--- src/flash_status_params.svh ---
// constants for the program/erase status register block
`ifndef FLASH_STATUS_PARAMS_SVH
`define FLASH_STATUS_PARAMS_SVH

// ****************************************
// status bit positions
// ****************************************
`define STAT_READY_POS 3'd7
`define STAT_ERS_SUSP_POS 3'd6
`define STAT_ERS_ERR_POS 3'd5
`define STAT_PRG_ERR_POS 3'd4
`define STAT_SUPPLY_ERR_POS 3'd3
`define STAT_PRG_SUSP_POS 3'd2
`define STAT_PROT_ERR_POS 3'd1
`define STAT_BANK_WORD_POS 3'd0

// ****************************************
// reset values and timing
// ****************************************
`define STAT_ERR_RESET 1'b0
`define STAT_RESET_VALUE 8'h80
`define SUSPEND_LATENCY_NS 20000
`define CLK_PERIOD_NS 10
`define SUSPEND_LATENCY_CYC ((`SUSPEND_LATENCY_NS) / (`CLK_PERIOD_NS))

`endif

--- src/flash_status_pkg.sv ---
// types for the program/erase status register block
package flash_status_pkg;
  typedef enum logic [2:0] {
    PEC_IDLE,
    PEC_PROGRAM,
    PEC_ERASE,
    PEC_PRG_SUSP,
    PEC_ERS_SUSP,
    PEC_BUF_PROGRAM,
    PEC_BUF_EXIT
  } pec_state_t;
endpackage

--- src/flash_status_register_bits.sv ---
// program/erase controller status register
`include "flash_status_params.svh"
`timescale 1ns/1ps
`default_nettype none
// Behaviour
// erase-suspended bit is 1 while erase paused awaiting resume.
// erase suspend lands within latency; an erase finishing first just completes.
// resume command clears erase-suspended bit.
// erase verify failure after maximum pulses sets erase-error bit.
// erase-error sticky until clear-status or reset; host clears before erase.
// program verify failure after maximum pulses sets program-error bit.
// programming one over programmed bit at high supply sets program-error; code checks it in PEC_PROGRAM only, not buffered mode.
// program-error sticky until clear-status or reset; host clears first.
// program supply validity sampled once at each operation start.
// supply below lockout sets supply-error and refuses operation.
// supply-error and protect-error sticky until clear-status or reset.
// program-suspended bit is 1 while program paused awaiting resume.
// program suspend lands within latency; a program finishing first completes.
// resume command clears program-suspended bit.
// program or erase on locked block sets protect-error and aborts.
// while busy, low bit 0 if addressed bank busy, else 1.
// buffered mode low bit 0 means next word accepted, 1 not.
// buffered mode: ready with low 0 is exit; ready with low 1 never.
// ready bit 1 when controller idle, 0 while active.
// status snapshot taken on falling enable, held until enable rises.
// device drives state bits; error bits cleared only by clear-status or reset.
// eight-bit status, ready at bit 7, low bit 0, upper lines zero.
module flash_status_register_bits
  import flash_status_pkg::*;
#(
  parameter int SUSPEND_LATENCY = `SUSPEND_LATENCY_CYC
) (
  // clock and reset
  input wire logic clk_i,
  input wire logic rst_b_i,
  // commands from the command decoder, one-cycle pulses
  input wire logic program_start_i,
  input wire logic erase_start_i,
  input wire logic buf_program_start_i,
  input wire logic buf_program_exit_i,
  input wire logic suspend_cmd_i,
  input wire logic resume_cmd_i,
  input wire logic clear_status_i,
  // array engine
  input wire logic op_done_i,
  input wire logic verify_fail_i,
  input wire logic overprogram_i,
  input wire logic word_busy_i,
  input wire logic exit_done_i,
  input wire logic block_locked_i,
  input wire logic supply_valid_i,
  input wire logic supply_high_i,
  input wire logic addressed_bank_busy_i,
  // engine control
  output logic op_run_o,
  output logic op_abort_o,
  // bus
  input wire logic chip_en_b_i,
  input wire logic out_en_b_i,
  output logic [15:0] status_data_o,
  output logic [7:0] program_erase_status_o
);
  import flash_status_pkg::*;

  // ****************************************
  // controller state
  // ****************************************
  pec_state_t state;
  pec_state_t next_state;
  logic suspend_pending;
  logic supply_high_at_start;
  logic erase_error_bit;
  logic program_error_bit;
  logic supply_error_bit;
  logic block_protect_error_bit;
  logic start_any;
  logic start_ok;
  logic refuse;
  logic busy;
  logic suspend_due;
  logic controller_ready_bit;
  logic erase_suspended_bit;
  logic program_suspended_bit;
  logic bank_write_or_word_ready_bit;

  // ****************************************
  // command acceptance
  // ****************************************
  assign start_any = program_start_i || erase_start_i || buf_program_start_i;
  // an ignored start leaves the error bits and the supply sample alone, save a program start losing to a resume in PEC_ERS_SUSP
  assign start_ok = (state == PEC_IDLE) ? start_any : ((state == PEC_ERS_SUSP) && program_start_i);
  // supply checked only here, at the moment an operation begins
  assign refuse = start_ok && (!supply_valid_i || block_locked_i);
  assign busy = (state == PEC_PROGRAM) || (state == PEC_ERASE);

  always_comb begin
    next_state = state;
    case (state)
      PEC_IDLE: begin
        if (start_any && !refuse) begin
          if (program_start_i) begin
            next_state = PEC_PROGRAM;
          end else if (erase_start_i) begin
            next_state = PEC_ERASE;
          end else begin
            next_state = PEC_BUF_PROGRAM;
          end
        end
      end
      PEC_PROGRAM: begin
        // completion beats a late suspend
        if (op_done_i) begin
          next_state = PEC_IDLE;
        end else if (suspend_due) begin
          next_state = PEC_PRG_SUSP;
        end
      end
      PEC_ERASE: begin
        if (op_done_i) begin
          next_state = PEC_IDLE;
        end else if (suspend_due) begin
          next_state = PEC_ERS_SUSP;
        end
      end
      PEC_PRG_SUSP: begin
        if (resume_cmd_i) begin
          next_state = PEC_PROGRAM;
        end
      end
      PEC_ERS_SUSP: begin
        if (resume_cmd_i) begin
          next_state = PEC_ERASE;
        end else if (program_start_i && !refuse) begin
          next_state = PEC_PROGRAM;
        end
      end
      PEC_BUF_PROGRAM: begin
        if (buf_program_exit_i) begin
          next_state = PEC_BUF_EXIT;
        end
      end
      PEC_BUF_EXIT: begin
        if (exit_done_i) begin
          next_state = PEC_IDLE;
        end
      end
      default: begin
        next_state = PEC_IDLE;
      end
    endcase
  end

  always_ff @(posedge clk_i or negedge rst_b_i) begin
    if (!rst_b_i) begin
      state <= PEC_IDLE;
    end else begin
      state <= next_state;
    end
  end

  // ****************************************
  // suspend latency
  // ****************************************
  // one suspend in flight per busy stretch; repeats while waiting are ignored
  always_ff @(posedge clk_i or negedge rst_b_i) begin
    if (!rst_b_i) begin
      suspend_pending <= 1'b0;
    end else if (!busy) begin
      suspend_pending <= 1'b0;
    end else if (suspend_cmd_i) begin
      suspend_pending <= 1'b1;
    end
  end

  // the pause is taken at the latency bound, the worst case the host must allow for
  suspend_timer #(
    .LATENCY(SUSPEND_LATENCY)
  ) u_suspend_timer (
    .clk_i(clk_i),
    .rst_b_i(rst_b_i),
    .start_i(busy && suspend_cmd_i && !suspend_pending),
    .cancel_i(!busy),
    .expired_o(suspend_due)
  );

  // ****************************************
  // sticky error bits
  // ****************************************
  always_ff @(posedge clk_i or negedge rst_b_i) begin
    if (!rst_b_i) begin
      supply_high_at_start <= 1'b0;
    end else if (start_ok) begin
      supply_high_at_start <= supply_high_i;
    end
  end

  // set wins over a clear in the same cycle
  always_ff @(posedge clk_i or negedge rst_b_i) begin
    if (!rst_b_i) begin
      erase_error_bit <= `STAT_ERR_RESET;
    end else if (state == PEC_ERASE && op_done_i && verify_fail_i) begin
      erase_error_bit <= 1'b1;
    end else if (clear_status_i) begin
      erase_error_bit <= 1'b0;
    end
  end

  always_ff @(posedge clk_i or negedge rst_b_i) begin
    if (!rst_b_i) begin
      program_error_bit <= `STAT_ERR_RESET;
    end else if ((state == PEC_PROGRAM || state == PEC_BUF_PROGRAM) && op_done_i && verify_fail_i) begin
      program_error_bit <= 1'b1;
    end else if (state == PEC_PROGRAM && overprogram_i && supply_high_at_start) begin
      program_error_bit <= 1'b1;
    end else if (clear_status_i) begin
      program_error_bit <= 1'b0;
    end
  end

  always_ff @(posedge clk_i or negedge rst_b_i) begin
    if (!rst_b_i) begin
      supply_error_bit <= `STAT_ERR_RESET;
    end else if (start_ok && !supply_valid_i) begin
      supply_error_bit <= 1'b1;
    end else if (clear_status_i) begin
      supply_error_bit <= 1'b0;
    end
  end

  always_ff @(posedge clk_i or negedge rst_b_i) begin
    if (!rst_b_i) begin
      block_protect_error_bit <= `STAT_ERR_RESET;
    end else if (start_ok && block_locked_i) begin
      block_protect_error_bit <= 1'b1;
    end else if (clear_status_i) begin
      block_protect_error_bit <= 1'b0;
    end
  end

  // ****************************************
  // state bits and assembly
  // ****************************************
  // suspend states report ready; of them only PEC_ERS_SUSP accepts new work, a program start
  assign controller_ready_bit = (state == PEC_IDLE) || (state == PEC_PRG_SUSP) ||
                                (state == PEC_ERS_SUSP) || (state == PEC_BUF_EXIT);
  assign erase_suspended_bit = (state == PEC_ERS_SUSP);
  assign program_suspended_bit = (state == PEC_PRG_SUSP);

  // outside busy and buffered-program states the low bit reads 0, never the forbidden ready-with-one pair
  always_comb begin
    case (state)
      PEC_BUF_PROGRAM: begin
        bank_write_or_word_ready_bit = word_busy_i;
      end
      PEC_BUF_EXIT: begin
        bank_write_or_word_ready_bit = 1'b0;
      end
      PEC_PROGRAM, PEC_ERASE: begin
        bank_write_or_word_ready_bit = !addressed_bank_busy_i;
      end
      default: begin
        bank_write_or_word_ready_bit = 1'b0;
      end
    endcase
  end

  always_ff @(posedge clk_i or negedge rst_b_i) begin
    if (!rst_b_i) begin
      program_erase_status_o <= `STAT_RESET_VALUE;
    end else begin
      program_erase_status_o[`STAT_READY_POS] <= controller_ready_bit;
      program_erase_status_o[`STAT_ERS_SUSP_POS] <= erase_suspended_bit;
      program_erase_status_o[`STAT_ERS_ERR_POS] <= erase_error_bit;
      program_erase_status_o[`STAT_PRG_ERR_POS] <= program_error_bit;
      program_erase_status_o[`STAT_SUPPLY_ERR_POS] <= supply_error_bit;
      program_erase_status_o[`STAT_PRG_SUSP_POS] <= program_suspended_bit;
      program_erase_status_o[`STAT_PROT_ERR_POS] <= block_protect_error_bit;
      program_erase_status_o[`STAT_BANK_WORD_POS] <= bank_write_or_word_ready_bit;
    end
  end

  always_ff @(posedge clk_i or negedge rst_b_i) begin
    if (!rst_b_i) begin
      op_abort_o <= 1'b0;
    end else begin
      op_abort_o <= refuse;
    end
  end

  // buffered mode counts as running so the engine keeps ownership of the array
  assign op_run_o = busy || (state == PEC_BUF_PROGRAM);

  status_latch u_status_latch (
    .clk_i(clk_i),
    .rst_b_i(rst_b_i),
    .chip_en_b_i(chip_en_b_i),
    .out_en_b_i(out_en_b_i),
    .live_i(program_erase_status_o),
    .data_o(status_data_o)
  );
endmodule
`default_nettype wire

--- src/suspend_timer.sv ---
// bounded-latency timer for suspend requests
`timescale 1ns/1ps
`default_nettype none
module suspend_timer #(
  parameter int LATENCY = 2000
) (
  // clock and reset
  input wire logic clk_i,
  input wire logic rst_b_i,
  // control
  input wire logic start_i,
  input wire logic cancel_i,
  // result
  output logic expired_o
);
  logic [15:0] count;
  logic running;

  always_ff @(posedge clk_i or negedge rst_b_i) begin
    if (!rst_b_i) begin
      count <= 16'h0000;
      running <= 1'b0;
    end else if (cancel_i) begin
      running <= 1'b0;
    end else if (start_i) begin
      count <= 16'(LATENCY - 1);
      running <= 1'b1;
    end else if (running && count != 16'h0000) begin
      count <= count - 16'h0001;
    end else begin
      running <= 1'b0;
    end
  end

  // suspend must land no later than the latency bound
  assign expired_o = running && (count == 16'h0000);
endmodule
`default_nettype wire

--- src/status_latch.sv ---
// status value snapshot taken on a falling bus enable
`timescale 1ns/1ps
`default_nettype none
module status_latch (
  // clock and reset
  input wire logic clk_i,
  input wire logic rst_b_i,
  // bus strobes, active low
  input wire logic chip_en_b_i,
  input wire logic out_en_b_i,
  // live value and snapshot
  input wire logic [7:0] live_i,
  output logic [15:0] data_o
);
  logic enabled_q;
  logic enabled;

  assign enabled = !chip_en_b_i && !out_en_b_i;

  always_ff @(posedge clk_i or negedge rst_b_i) begin
    if (!rst_b_i) begin
      enabled_q <= 1'b0;
    end else begin
      enabled_q <= enabled;
    end
  end

  // capture on the first cycle both strobes are low, hold until the next such capture
  always_ff @(posedge clk_i or negedge rst_b_i) begin
    if (!rst_b_i) begin
      data_o <= 16'h0000;
    end else if (enabled && !enabled_q) begin
      data_o <= {8'h00, live_i};
    end
  end
endmodule
`default_nettype wire

--- config.mk ---
export PLATFORM = sky130hd
export DESIGN_NAME = flash_status_register_bits
export DESIGN_NICKNAME = d
export VERILOG_FILES = /design/src/flash_status_pkg.sv /design/src/flash_status_register_bits.sv /design/src/suspend_timer.sv /design/src/status_latch.sv
export VERILOG_INCLUDE_DIRS = /design/src
export SDC_FILE = /design/constraint.sdc
export NUM_CORES = 1
export LEC_CHECK = 0
export BUFFER_PORTS_ARGS = -buffer_cell sky130_fd_sc_hd__buf_2
export CORE_MARGIN = 2
export CORE_UTILIZATION = 50
export CTS_CLUSTER_SIZE = 10
export DETAILED_ROUTE_END_ITERATION = 10
export PLACE_DENSITY = 0.83
export SETUP_SLACK_MARGIN = 0.4
export SLEW_MARGIN = 5
export SYNTH_ARGS = -nofsm -noshare
export SYNTH_HDL_FRONTEND = slang
export SYNTH_SLANG_ARGS = --single-unit
export TNS_END_PERCENT = 20
--- constraint.sdc ---
create_clock -name clk_i -period 3 [get_ports clk_i]
set_clock_uncertainty 0.15 [all_clocks]
set_input_delay 0.3 -clock clk_i [delete_from_list [all_inputs] [get_ports clk_i]]
set_output_delay 0.3 -clock clk_i [all_outputs]
set_load 0.005 [all_outputs]
==> impl_results.md <==
* DRT antenna net count at 0
* CP endpoint kind: flip-flop
* DIE AREA at 0.00488 mm²
* Clk pwr share at 22.5%
* Post-synthesis async set-or-reset flop share at 100%
* Metal1 wirelength at 1810 µm
* RePlAce Congestion at 0.811
* Switching share of total power at 33.4%
* Combinational power share at 32.7%
* Final hold violations at 5
* Via total after detailed routing at 1645
* P_sw at 0.672 mW
* ANT cells at 0
* Worst path required time at 3.04 ns
* Final core occ at 61.9%
* Pin count of the biggest net entering global routing at 45
* Top Family by Delay on Critical Path: simple AND/OR/NAND/NOR gates
* Final Max Tran Viols at 0
* Synth top area cells: dfrtp_1, xnor2_1, mux2_2
* CP max stage cell: or4b_4
* RSZ-0062 raised after global routing: false
* Number of synthesized flops with an enable pin at 0
* Pleak at 1.14 nW
* Slew headroom at 37.3%
* Minimum clock period at 2.50 ns
* Initial Util at 53.1%
* # Max-Cap Violations at 0
* 1st-pass router iterations at 4
* Share of cells above drive strength 1 at 27.0%
* DIE HEIGHT at 69.9 µm
* Startpoint types: flip-flop
* Met3 WL post-DR at 170 µm
* Layout area overhead at 16.6%
* Class of the worst hold path: input pin to asynchronous set/reset pin
* PD cells at 796 mW/mm²
* Root Buffer: clkbuf_8
* Final WL at 4160 µm
* Final period util at 83.2%
* Sequential share of power at 44.8%
* CORE AREA at 0.00409 mm²
* CTS Sinks at 44
* Remaining DRCs at 0
* Routed length per instance at 13.6 µm
* Setup WS pre-CTS at 0.471 ns
* First-pass GRT wire length at 7110 µm
* FF+latch count, synth at 44
* Clock buffer count from CTS at 5
* Violated checks: negative hold slack
* Uppermost routed layer: met4
* Worst slew pin tran at 0.941 ns
* CTS H-Tree Depth at 2
* Synth area leader: dfrtp_1
* Total I/O pin count at 46
* Final setup vio count at 0
* Fmax at 401 MHz
* Cell-internal power at 1.34 mW
* Max IR drop VDD at 695 µV
* Top cell type's share of synthesized area at 49.6%
* Post-DP HPWL at 3040 µm
* Total global-route track usage at 18.1%
* Slowest stage delay, CP at 0.48 ns
* Clk_lat worst skew at 0.29 ns
* Vias/cell at 5.38
* Setup_tns at 0 ns
* Fin Hold WS at -0.00357 ns
* Initial antenna violation count at 0
* Worst setup margin at 0.505 ns
* Routed wl met2 at 2110 µm
* Critical path peak fanout at 3
* Fillers at 346
* CTS tree: yes
* Clk buf depth at 2
* Synthesized cell area at 0.00217 mm²
* Commonest register cell after synthesis: dfrtp_1
* Die X at 69.9 µm
* Final Net Count at 277
* Setup CP Type: flip-flop to flip-flop
* Cell Rows at 23
* Initial DRC count at 84
* Synthesized area per cell at 10.2 µm²
* Clock-pin transition on the worst setup and hold timing paths at 0.08 ns
* Sequential area share after synthesis at 50.8%
* Global route overflow at 0
* Commonest non-fill, non-tap cells in the layout: dfrtp_1, buf_2, nor2_1
* Crit path DAT at 2.53 ns
* CP cell instances: inv_1 > ha_1 > or4b_4 > nor4_4 > a211oi_2 > or3_4 > mux2_4
* Vias in the first global route at 1609
* CP Buf/Inv Count at 1
* Syn Inst Count at 212
* Post-synth cell types at 44
* Most common cell after layout, fill and taps aside: dfrtp_1
* Status: complete, but fails checks
* Input/output buffers at 37
* Synth Warn # at 0
per-stage QoR:
stage / std cells / power [mW] / hold slack (ns) / cell area, µm²
after floorplan: 219 / 1.34 / -0.146 / 2200
after global placement: 296 / 1.54 / 0.207 / 2390
after detailed placement: 296 / 1.56 / 0.212 / 2390
after CTS: 305 / 2.02 / 0.000309 / 2510
after global routing: 306 / 2.15 / 0.00934 / 2530
final: 306 / 2.01 / -0.00357 / 2530
routing by layer:
metal,track usage [%],vias up
li1,-,812
met1,22.4,789
met2,30.9,39
met3,3.75,5
met4,7.05,0
met5,0,-
worst register-to-register path, cell delays in order, from the launching register on:
cell and delay (ns):
dfrtp_1 0.40, inv_1 0.09, ha_1 0.15, or4b_4 0.48
nor4_4 0.30, a211oi_2 0.12, or3_4 0.41, mux2_4 0.30
final timing paths:
check / cells after the start / endpoint / from / slack, ns
setup reg to reg: 7 / state[1] / u_suspend_timer.count[1] / 0.50
hold reg to reg: 0 / program_erase_status_o[1] / block_protect_error_bit / 0.23
max in group asynchronous: 1 / u_status_latch.data_o[4] / rst_b_i / 2.12
min in group clk_i: 2 / u_status_latch.enabled_q / out_en_b_i / 0.01
hold / removal: 1 / u_suspend_timer.count[15] / rst_b_i / -0.004
setup / recovery: 7 / state[1] / u_suspend_timer.count[1] / 0.50
final cells by class:
type / instances / area, µm² / area share [%]
Sequential cell: 44 / 1100 / 43.6
Clock buffer: 5 / 68.8 / 2.72
Tap cell: 50 / 62.6 / 2.47
Multi-Input combinational cell: 153 / 990 / 39.1
Timing Repair Buffer: 42 / 225 / 8.91
Inverter: 9 / 33.8 / 1.34
Clock inverter: 3 / 46.3 / 1.83
synth_stat cells, types with 3 or more instances:
cell type,count
clkbuf_1,5
buf_4,8
xnor2_1,14
nand3_1,5
nand2_1,16
nor3_1,11
nor4_1,8
o22ai_1,4
nor2_1,26
nor3b_1,4
o21ai_0,3
mux2_2,9
a21oi_1,4
inv_1,9
nand2b_1,7
dfrtp_1,43
cell families (layout without fill, tap and decap cells):
logic type	after synthesis	count (layout)	synth area share [%]
other	1	8	0.173
XOR/XNOR	15	15	6.06
adder cells (fa/ha/maj)	2	2	1.15
flip-flops	44	44	50.8
AND/OR/NAND/NOR	93	93	23.0
AO/OA/AOI/OAI	24	24	7.61
buffers and inverters	22	59	5.19
multiplexers	11	11	6.06
flip-flops by register name, summed over array words and instances, names as in the netlist, 3 cells and up:
register and flops:
program_erase_status_o 8, u_status_latch.data_o 8, state 3, u_suspend_timer.count 16
power by group through the flow:
stage,sequential [mW],clock [mW],combinational (mW)
2_1_floorplan,0.862,0,0.477
3_3_place_gp,0.902,0,0.637
3_5_place_dp,0.912,0,0.652
4_1_cts,0.900,0.466,0.656
5_1_grt,0.932,0.492,0.729
6_report,0.900,0.453,0.658
what timing repair did:
item | CTS | global route
hold endpoints to repair | 1 | 0
gates resized for setup | 0 | 3
hold buffers | 1 | 0
buffers inserted | 0 | 1
setup endpoints to repair | 0 | 2
Note: power is estimated with default switching activity, not from simulation.
